**config.mk**
```make
export PLATFORM = sky130hd
export DESIGN_NAME = retimer_ctl
export DESIGN_NICKNAME = d
export VERILOG_FILES = /design/src/retimer_ctl.v /design/src/sync3.v
export VERILOG_INCLUDE_DIRS = /design/src
export SDC_FILE = /design/constraint.sdc
export NUM_CORES = 1
export LEC_CHECK = 0
export BUFFER_PORTS_ARGS = -buffer_cell sky130_fd_sc_hd__buf_4
export CAP_MARGIN = 15
export CORE_MARGIN = 2
export CORE_UTILIZATION = 35
export DETAILED_ROUTE_END_ITERATION = 10
export GPL_ROUTABILITY_DRIVEN = 0
export PLACE_DENSITY = 0.52
export SETUP_SLACK_MARGIN = 0.2
export SLEW_MARGIN = 10
export SYNTH_ARGS = -nofsm -noshare
export SYNTH_HDL_FRONTEND = slang
export SYNTH_SLANG_ARGS = --single-unit
```
**constraint.sdc**
```tcl
create_clock -name clk -period 3.55 [get_ports clk]
set_input_delay 0.71 -clock clk [delete_from_list [all_inputs] [get_ports clk]]
set_output_delay 0.71 -clock clk [all_outputs]
set_load 0.005 [all_outputs]
```
**src/retimer_ctl_consts.vh**
```
// constants for the retimer mode control block
`ifndef RETIMER_CTL_CONSTS_VH
`define RETIMER_CTL_CONSTS_VH
// ==========================================================
// clock and timing
`define CLK_HZ            50000000
`define LOCK_TIME_US      7000
`define LOCK_CYCLES       ((`CLK_HZ / 1000000) * `LOCK_TIME_US)
`define LINK_TIMEOUT_CYC  64
`define RATE_WINDOW_CYC   1024
// last count values of the two counters: timeout minus one, window minus one
`define LINK_IDLE_LAST    7'h3F
`define RATE_WIN_LAST     11'h3FF
// ==========================================================
// link clock edges per rate window; the window lasts 20.48 us
// 100 MHz pixel scaled: counts reported by the prescaled link clock input
`define RATE_RETIMER_TH   16'h0080
`define RATE_TERM_TH      16'h0100
// ==========================================================
// equalizer encodings
`define EQ_FIXED_LOW      2'h0
`define EQ_FIXED_HIGH     2'h1
`define EQ_ADAPTIVE       2'h2
// equalizer gains in tenths of dB
`define EQ_GAIN_HIGH      8'h64
`define EQ_GAIN_LOW       8'h4B
// ==========================================================
// strap tri-level codes
`define STRAP_LOW         2'h0
`define STRAP_HIGH        2'h1
`define STRAP_FLOAT       2'h2
// ==========================================================
// function mode field values
`define FMODE_REDRIVER    2'h0
`define FMODE_RETIMER     2'h1
`define FMODE_AUTO        2'h2
// ==========================================================
// output control field values
`define DEEMPH_0DB        2'h0
`define DEEMPH_2DB        2'h1
`define SWING_BOOST       3'h3
// ==========================================================
// ddc rate codes
`define DDC_RATE_100K     8'h00
`define DDC_RATE_400K     8'h01
`define DDC_DIV_100K      16'h00FA
`define DDC_DIV_400K      16'h003E
// cycles a released ddc line is ignored while its synchroniser catches up
`define DDC_ECHO_HOLD     3'h6
`endif

```
**src/retimer_ctl.v**
```verilog
// mode and configuration control of an hdmi link retimer
// ==========================================================
`timescale 1ns/1ns
`include "retimer_ctl_consts.vh"
module retimer_ctl #(
   parameter LOCK_CYCLES = `LOCK_CYCLES
) (
   // clock and reset
   input  wire       clk,
   input  wire       arst_n,
   // straps: a floating strap is seen as pull-up and pull-down disagreeing
   input  wire       eq_select_strap_pu,
   input  wire       eq_select_strap_pd,
   input  wire       transmit_termination_strap_pu,
   input  wire       transmit_termination_strap_pd,
   input  wire       deemph_strap,
   input  wire       signal_detect_enable,
   // host configuration
   input  wire       host_wr,
   input  wire [1:0] host_eq_mode,
   input  wire       host_eq_valid,
   input  wire       host_sigdet_en,
   input  wire       host_sigdet_valid,
   input  wire       host_audio_disable,
   input  wire [1:0] host_deemph,
   input  wire [2:0] host_swing,
   input  wire       host_outctl_valid,
   input  wire [1:0] function_mode_field,
   input  wire       host_blank_on_relock,
   input  wire       host_force_lock,
   input  wire [7:0] host_ddc_rate,
   // link
   input  wire       link_clk,
   input  wire       spdif_in,
   // link control outputs
   output reg        audio_return_output,
   output reg        standby,
   output reg        link_out_oe,
   output reg        rx_term_en,
   output reg        tx_term_en,
   output reg        cdr_en,
   output reg        retimer_active,
   output reg        locked,
   output reg  [1:0] eq_mode,
   output reg  [7:0] eq_gain,
   output reg  [1:0] deemph,
   output reg  [2:0] swing,
   // upstream ddc
   input  wire       upstream_ddc_clock,
   input  wire       upstream_ddc_data,
   output reg        upstream_ddc_clock_oe,
   output reg        upstream_ddc_data_oe,
   // downstream ddc
   input  wire       downstream_ddc_clock,
   input  wire       downstream_ddc_data,
   output reg        downstream_ddc_clock_oe,
   output reg        downstream_ddc_data_oe
);
   // ==========================================================
   // input synchronisers
   wire [11:0] raw_in;
   wire [11:0] syn;
   assign raw_in = {spdif_in, link_clk, upstream_ddc_clock, upstream_ddc_data,
                    downstream_ddc_clock, downstream_ddc_data, eq_select_strap_pu,
                    eq_select_strap_pd, transmit_termination_strap_pu,
                    transmit_termination_strap_pd, deemph_strap, signal_detect_enable};
   genvar gi;
   generate
      for (gi = 0; gi < 12; gi = gi + 1) begin : g_sync
         // ddc lines idle high; resetting their stages high avoids a false edge after reset
         sync3 #(.RST_VAL(((gi >= 6) && (gi <= 9)) ? 1'b1 : 1'b0)) u_sync (
            .clk    (clk),
            .arst_n (arst_n),
            .din    (raw_in[gi]),
            .dout   (syn[gi])
         );
      end
   endgenerate
   wire s_spdif  = syn[11];
   wire s_lclk   = syn[10];
   wire s_uscl   = syn[9];
   wire s_usda   = syn[8];
   wire s_dscl   = syn[7];
   wire s_dsda   = syn[6];
   wire s_sigen  = syn[0];

   // strap decode: pull-up high and pull-down high means driven high, etc.
   function [1:0] strap_level;
      input pu;
      input pd;
      begin
         if (pu && pd)
            strap_level = `STRAP_HIGH;
         else if (!pu && !pd)
            strap_level = `STRAP_LOW;
         else
            strap_level = `STRAP_FLOAT;
      end
   endfunction
   wire [1:0] eq_strap   = strap_level(syn[5], syn[4]);
   wire [1:0] term_strap = strap_level(syn[3], syn[2]);

   // ==========================================================
   // host override latches; once written the host value wins
   reg        own_eq;
   reg        own_sd;
   reg        own_oc;
   reg [1:0]  h_eq;
   reg        h_sd;
   reg [1:0]  h_de;
   reg [2:0]  h_sw;
   reg        h_arc_off;
   reg [1:0]  h_fmode;
   reg        h_blank;
   reg        h_force;
   reg [7:0]  h_rate;
   always @(posedge clk or negedge arst_n) begin
      if (!arst_n) begin
         own_eq    <= 1'b0;
         own_sd    <= 1'b0;
         own_oc    <= 1'b0;
         h_eq      <= `EQ_ADAPTIVE;
         h_sd      <= 1'b0;
         h_de      <= `DEEMPH_0DB;
         h_sw      <= 3'h0;
         h_arc_off <= 1'b0;
         h_fmode   <= `FMODE_AUTO;
         h_blank   <= 1'b0;
         h_force   <= 1'b0;
         h_rate    <= `DDC_RATE_100K;
      end else if (host_wr) begin
         if (host_eq_valid) begin
            own_eq <= 1'b1;
            h_eq   <= host_eq_mode;
         end
         if (host_sigdet_valid) begin
            own_sd <= 1'b1;
            h_sd   <= host_sigdet_en;
         end
         if (host_outctl_valid) begin
            own_oc <= 1'b1;
            h_de   <= host_deemph;
            h_sw   <= host_swing;
         end
         h_arc_off <= host_audio_disable;
         h_fmode   <= function_mode_field;
         h_blank   <= host_blank_on_relock;
         h_force   <= host_force_lock;
         h_rate    <= host_ddc_rate;
      end
   end

   // ==========================================================
   // link clock presence and rate measurement
   reg        lclk_d;
   reg [6:0]  idle_cnt;
   reg        clk_valid;
   reg [10:0] win_cnt;
   reg [15:0] edge_cnt;
   reg [15:0] rate;
   reg [15:0] prev_rate;
   wire       lclk_rise = s_lclk & ~lclk_d;
   always @(posedge clk or negedge arst_n) begin
      if (!arst_n) begin
         lclk_d    <= 1'b0;
         idle_cnt  <= 7'h00;
         clk_valid <= 1'b0;
         win_cnt   <= 11'h000;
         edge_cnt  <= 16'h0000;
         rate      <= 16'h0000;
         prev_rate <= 16'h0000;
      end else begin
         lclk_d <= s_lclk;
         if (lclk_rise) begin
            idle_cnt  <= 7'h00;
            clk_valid <= 1'b1;
         end else if (idle_cnt == `LINK_IDLE_LAST) begin
            clk_valid <= 1'b0;
         end else begin
            idle_cnt <= idle_cnt + 7'h01;
         end
         if (win_cnt == `RATE_WIN_LAST) begin
            win_cnt   <= 11'h000;
            prev_rate <= rate;
            // an edge on the closing cycle still belongs to this window
            rate      <= edge_cnt + {15'h0000, lclk_rise};
            edge_cnt  <= 16'h0000;
         end else begin
            win_cnt <= win_cnt + 11'h001;
            if (lclk_rise)
               edge_cnt <= edge_cnt + 16'h0001;
         end
      end
   end

   // ==========================================================
   // operating mode and lock acquisition
   wire sd_on    = own_sd ? h_sd : s_sigen;
   wire sleeping = sd_on & ~clk_valid;
   wire fast     = rate >= `RATE_RETIMER_TH;
   reg  next_ret;
   always @* begin
      case (h_fmode)
         `FMODE_REDRIVER: next_ret = 1'b0;
         `FMODE_RETIMER:  next_ret = 1'b1;
         default:         next_ret = fast;
      endcase
   end
   reg  [31:0] lock_cnt;
   reg         relocking;
   wire        rate_jump = (rate[15:4] != prev_rate[15:4]);
   always @(posedge clk or negedge arst_n) begin
      if (!arst_n) begin
         lock_cnt  <= 32'h00000000;
         relocking <= 1'b0;
      end else if (!next_ret || sleeping) begin
         lock_cnt  <= 32'h00000000;
         relocking <= 1'b0;
      end else if (h_force) begin
         // jitter test path: host holds the pll in lock
         relocking <= 1'b0;
      end else if (rate_jump || (!retimer_active && !relocking && !locked)) begin
         lock_cnt  <= 32'h00000000;
         relocking <= 1'b1;
      end else if (relocking) begin
         if (lock_cnt == LOCK_CYCLES - 1)
            relocking <= 1'b0;
         else
            lock_cnt <= lock_cnt + 32'h00000001;
      end
   end

   // ==========================================================
   // registered control outputs
   wire [1:0] eq_sel = own_eq ? h_eq : eq_strap;
   wire [1:0] deemph_strap_sel = syn[1] ? `DEEMPH_0DB : `DEEMPH_2DB;
   wire [1:0] de_sel = own_oc ? h_de : deemph_strap_sel;
   always @(posedge clk or negedge arst_n) begin
      if (!arst_n) begin
         audio_return_output <= 1'b0;
         standby             <= 1'b0;
         link_out_oe         <= 1'b0;
         rx_term_en          <= 1'b0;
         tx_term_en          <= 1'b0;
         cdr_en              <= 1'b0;
         retimer_active      <= 1'b0;
         locked              <= 1'b0;
         eq_mode             <= `EQ_ADAPTIVE;
         eq_gain             <= 8'h00;
         deemph              <= `DEEMPH_0DB;
         swing               <= 3'h0;
      end else begin
         audio_return_output <= s_spdif & ~h_arc_off;
         standby             <= sleeping;
         rx_term_en          <= ~sleeping;
         retimer_active      <= next_ret & ~sleeping;
         cdr_en              <= next_ret & ~sleeping;
         locked              <= next_ret & ~sleeping & (h_force | (~relocking & ~rate_jump & retimer_active));
         link_out_oe         <= ~sleeping & ~(relocking & h_blank);
         case (term_strap)
            `STRAP_FLOAT: tx_term_en <= ~sleeping & (rate >= `RATE_TERM_TH);
            default:      tx_term_en <= 1'b0;
         endcase
         eq_mode <= (eq_sel == `STRAP_HIGH) ? `EQ_FIXED_HIGH :
                    (eq_sel == `STRAP_LOW)  ? `EQ_FIXED_LOW  : `EQ_ADAPTIVE;
         case (eq_sel)
            `STRAP_HIGH: eq_gain <= `EQ_GAIN_HIGH;
            `STRAP_LOW:  eq_gain <= `EQ_GAIN_LOW;
            default:     eq_gain <= fast ? `EQ_GAIN_HIGH : `EQ_GAIN_LOW;
         endcase
         deemph <= (next_ret & ~sleeping) ? de_sel : `DEEMPH_0DB;
         swing  <= own_oc ? h_sw : 3'h0;
      end
   end

   // ==========================================================
   // ddc bridge: forward after start, return sink data, stretch clock
   localparam DS_IDLE = 2'h0;
   localparam DS_FWD  = 2'h1;
   reg [1:0]  ddc_st;
   reg        usda_d;
   reg [15:0] bit_cnt;
   reg        paced;
   reg [2:0]  dn_hold;
   reg [2:0]  up_hold;
   wire [15:0] div = (h_rate == `DDC_RATE_400K) ? `DDC_DIV_400K : `DDC_DIV_100K;
   wire start_c = usda_d & ~s_usda & s_uscl;
   wire stop_c  = ~usda_d & s_usda & s_uscl;
   always @(posedge clk or negedge arst_n) begin
      if (!arst_n) begin
         ddc_st                  <= DS_IDLE;
         usda_d                  <= 1'b1;
         bit_cnt                 <= 16'h0000;
         paced                   <= 1'b0;
         dn_hold                 <= 3'h0;
         up_hold                 <= 3'h0;
         upstream_ddc_clock_oe   <= 1'b0;
         upstream_ddc_data_oe    <= 1'b0;
         downstream_ddc_clock_oe <= 1'b0;
         downstream_ddc_data_oe  <= 1'b0;
      end else begin
         usda_d <= s_usda;
         // our own release reads back low for a few cycles; without a hold-off it would echo back
         dn_hold <= downstream_ddc_data_oe ? `DDC_ECHO_HOLD : (dn_hold != 3'h0) ? dn_hold - 3'h1 : 3'h0;
         up_hold <= upstream_ddc_data_oe ? `DDC_ECHO_HOLD : (up_hold != 3'h0) ? up_hold - 3'h1 : 3'h0;
         case (ddc_st)
            DS_IDLE: begin
               upstream_ddc_clock_oe   <= 1'b0;
               upstream_ddc_data_oe    <= 1'b0;
               downstream_ddc_clock_oe <= 1'b0;
               downstream_ddc_data_oe  <= 1'b0;
               if (start_c) begin
                  ddc_st                 <= DS_FWD;
                  downstream_ddc_data_oe <= 1'b1;
               end
            end
            DS_FWD: begin
               // pace low phases to the selected rate
               if (s_uscl)
                  bit_cnt <= 16'h0000;
               else if (bit_cnt != div)
                  bit_cnt <= bit_cnt + 16'h0001;
               paced <= (bit_cnt == div);
               // released once paced, so the sink may stretch before the source is let go
               downstream_ddc_clock_oe <= ~s_uscl & ~paced;
               // stretch the source clock while the sink holds its clock low
               upstream_ddc_clock_oe   <= ~s_uscl ? (~s_dscl | ~paced) : 1'b0;
               downstream_ddc_data_oe  <= ~s_usda & ~upstream_ddc_data_oe & (up_hold == 3'h0);
               upstream_ddc_data_oe    <= ~s_dsda & ~downstream_ddc_data_oe & (dn_hold == 3'h0);
               if (stop_c)
                  ddc_st <= DS_IDLE;
            end
            default: ddc_st <= DS_IDLE;
         endcase
      end
   end
endmodule // retimer_ctl

```
**src/sync3.v**
```verilog
// three-stage input synchroniser with agreement filter
`timescale 1ns/1ns
module sync3 #(
   parameter RST_VAL = 1'b0
) (
   // clock and reset
   input  wire clk,
   input  wire arst_n,
   // data
   input  wire din,
   output reg  dout
);
   reg s1;
   reg s2;
   reg s3;
   always @(posedge clk or negedge arst_n) begin
      if (!arst_n) begin
         s1   <= RST_VAL;
         s2   <= RST_VAL;
         s3   <= RST_VAL;
         dout <= RST_VAL;
      end else begin
         s1 <= din;
         s2 <= s1;
         s3 <= s2;
         // change counts once the second and third stages agree
         if (s2 == s3)
            dout <= s3;
      end
   end
endmodule // sync3

```
==> reports/results.txt <==
Critical path fanouts, max = 31
Setup tns final = 0 ps
Synth Area per Inst = 11.2 um^2
Crit Path Class = register to register
GRT Residual Overflow = 0
Post-route DRC = 0
Final Hold Viols = 0
Row count = 60
Clock power frac = 43.0%
Dpl cell area = 10,500 um^2
Worst min path class = primary input to asynchronous set/reset pin
Final Slew Violations = 0
Antenna diodes = 0
Detailed Route Iter0 Violations = 328
Die width = 170 um
Final setup viols = 0
WHS = 192 ps
PostCTS Resize Cnt = 0
Net Sw Power = 1480 uW
Final wirelength = 19,800 um
CTS tree = done
Internal power = 4510 uW
Place WS = 744 ps
Die footprint = 29,000 um^2
Vert. Die Dim = 170 um
Fraction of registers with async set or reset after synthesis = 100%
LEAKAGE = 0.00474 uW
First-pass GRT wire length = 34,100 um
Tot GR Track Use = 14.3%
Clock buffer depth = 3
MaxCap Viol Count = 0
Area of the mapped netlist = 9660 um^2
Post-synth cell types = 72
Flop2flop setup slack = 780 ps
Slowest CP cell = a211oi_2
Post-route ant nets = 0
RSZ-0062 raised after global routing = no
Layout cells sized above 1 = 21.9%
Reg power frac = 47.0%
Setup crit start kind = register
Net Sw Frac = 24.7%
Pwr/cell area = 530 nW/um^2
Clk sinks = 211
Starting Density = 35.8%
Crit Reg-Reg Startpoint = own_sd
Post-synth EDFFs = 0
Clock-pin transition on the worst setup and hold timing paths = 60 ps
Final Cycle Share = 78.0%
Slew margin rel. = 27.7%
Wire length per cell = 15.5 um
Worst Slack Setup Final = 782 ps
Req. time, crit path = 3970 ps
Vias in the first global route = 6,619
Via count = 6,514
Io pins = 66
Cells after synthesis = 861
CP arrival = 3190 ps
Area grow syn2layout = 16.9%
Combinational Power Share = 10.0%
DP Wirelength = 13,100 um
Maximum vdd drop = 365 uV
Fin crit period = 2770 ps
Register-to-Register Path Depth = 5
CTS Hold Bufs = 0
Synthesized flop and latch total = 211
Htree depth = 1
Clock latency on the worst-skew pair = 510 ps
Largest stage delay on the critical path = 850 ps
Worst-margin pin slew = 1080 ps
Core Area = 27,000 um^2
Fmax = 361 MHz
CTS buffer count = 24
Largest net degree at the start of global routing = 88
Most frequent cells in the layout = 191 x dfrtp_1, 69 x buf_4, 64 x nor2_1
Worst r2r dst = lock_cnt[0]
Dominant synthesized flop cell = dfrtp_1
Initial antenna violation count = 0
Critical path cell sequence = mux2i_1 > nor2_1 > a211oi_2 > nand3_4 > mux2i_4
Share of the yosys chip area belonging to registers = 54.9%
Vias per std cell = 5.11
First drt pass iteration count = 6
Synth warn = 0
Element type at the critical path end = register
Setup Skew = 7.55 ps
Number of port buffers = 63
Status = finished, final reports clean
Post-route design area = 11,300 um^2
Final Net Count = 968
Setup bufs post-CTS = 0
Commonest non-fill, non-tap cell in the layout = dfrtp_1
Root buffer cell = clkbuf_16
[critical path: cells and delay by family, from the launching register on]
family	cells	cell delay (ps)
flops	1	350
compound gates	1	850
mux	2	570
simple gates	2	900
[layout make-up]
type                    instances  area [um^2]
clock buffers                  35          713
clock inverters                 9          129
fillers                      2627        15700
inverters                      46          173
multi-input cells             562         3990
flip-flops and latches        211         5310
well taps                     341          427
repair buffers                 71          553
[power groups by stage]
stage / clock network [uW] / logic [uW] / registers (uW)
3_5_place_dp: 0 / 610 / 2850
6_report: 2570 / 597 / 2810
2_1_floorplan: 0 / 424 / 2780
4_1_cts: 2670 / 615 / 2810
3_3_place_gp: 0 / 600 / 2850
5_1_grt: 2770 / 686 / 2840
[flip-flops by register name, summed over array words and instances, names as in the netlist, 3 cells and up]
| register | cells |
|---|---|
| lock_cnt | 32 |
| bit_cnt | 16 |
| edge_cnt | 16 |
| g_sync.u_sync.dout | 12 |
| g_sync.u_sync.s1 | 12 |
| g_sync.u_sync.s2 | 12 |
| g_sync.u_sync.s3 | 12 |
| prev_rate | 12 |
| rate | 12 |
| win_cnt | 11 |
| h_rate | 8 |
| idle_cnt | 7 |
| dn_hold | 3 |
| eq_gain | 3 |
| h_sw | 3 |
| swing | 3 |
| up_hold | 3 |
[worst max path at each step]
stage,startpoint,endpoint,slack (ps),depth (start not counted)
4_1_cts,rate[8],lock_cnt[22],730,5
2_1_floorplan,lock_cnt[0],lock_cnt[24],1440,8
3_3_place_gp,own_sd,lock_cnt[0],780,5
6_report,own_sd,lock_cnt[0],780,5
3_5_place_dp,rate[8],lock_cnt[10],740,5
5_1_grt,own_sd,lock_cnt[22],470,5
[Yosys cell counts, types with 7 or more instances]
cell type,n,share of area [%]
a21oi_1,28,1.5
and2_1,12,0.78
and3_1,13,0.84
and4_1,10,0.91
clkbuf_1,24,0.93
dfrtp_1,191,49
dfstp_2,20,5.4
ha_1,13,1.7
inv_1,45,1.7
maj3_1,12,1.2
mux2_2,28,3.3
nand2_1,39,1.5
nand3_1,26,1.3
nand4_1,32,2.1
nor2_1,64,2.5
nor3_1,24,1.2
nor4_1,18,1.2
o2111ai_1,7,0.63
o211ai_1,25,1.9
o21a_1,10,0.78
o21ai_0,10,0.52
o21ai_2,29,2.6
o31a_1,11,1.0
or3_1,12,0.78
xnor2_1,31,2.8
xor2_1,21,1.9
[per-layer routing]
metal  global-route usage [%]  vias up  wire (um)
li1                         -     3208          -
met1                     19.7     3220       9350
met2                     23.7       62       9520
met3                     2.26       24        638
met4                     3.38        0        313
met5                        0        -          0
[cell families after synthesis]
group / count (synthesis) / synth area share (%)
adders and majority gates: 25 / 2.93
buffers and inverters: 89 / 4.08
other: 2 / 0.0777
DFF: 211 / 54.9
xor gates and xnor gates: 52 / 4.71
muxes: 40 / 4.70
and+or+nand+nor: 286 / 16.4
AOI/OAI and AO/OA: 156 / 12.2
[through the flow]
step           instances  power (uW)  util (%)
4_1_cts             1275        6100      41.8
6_report            1275        5980      41.8
5_1_grt             1275        6300      41.8
3_3_place_gp        1231        3450      38.7
3_5_place_dp        1231        3460      38.7
2_1_floorplan        862        3210         -
Note: power is estimated with default switching activity, not from simulation.
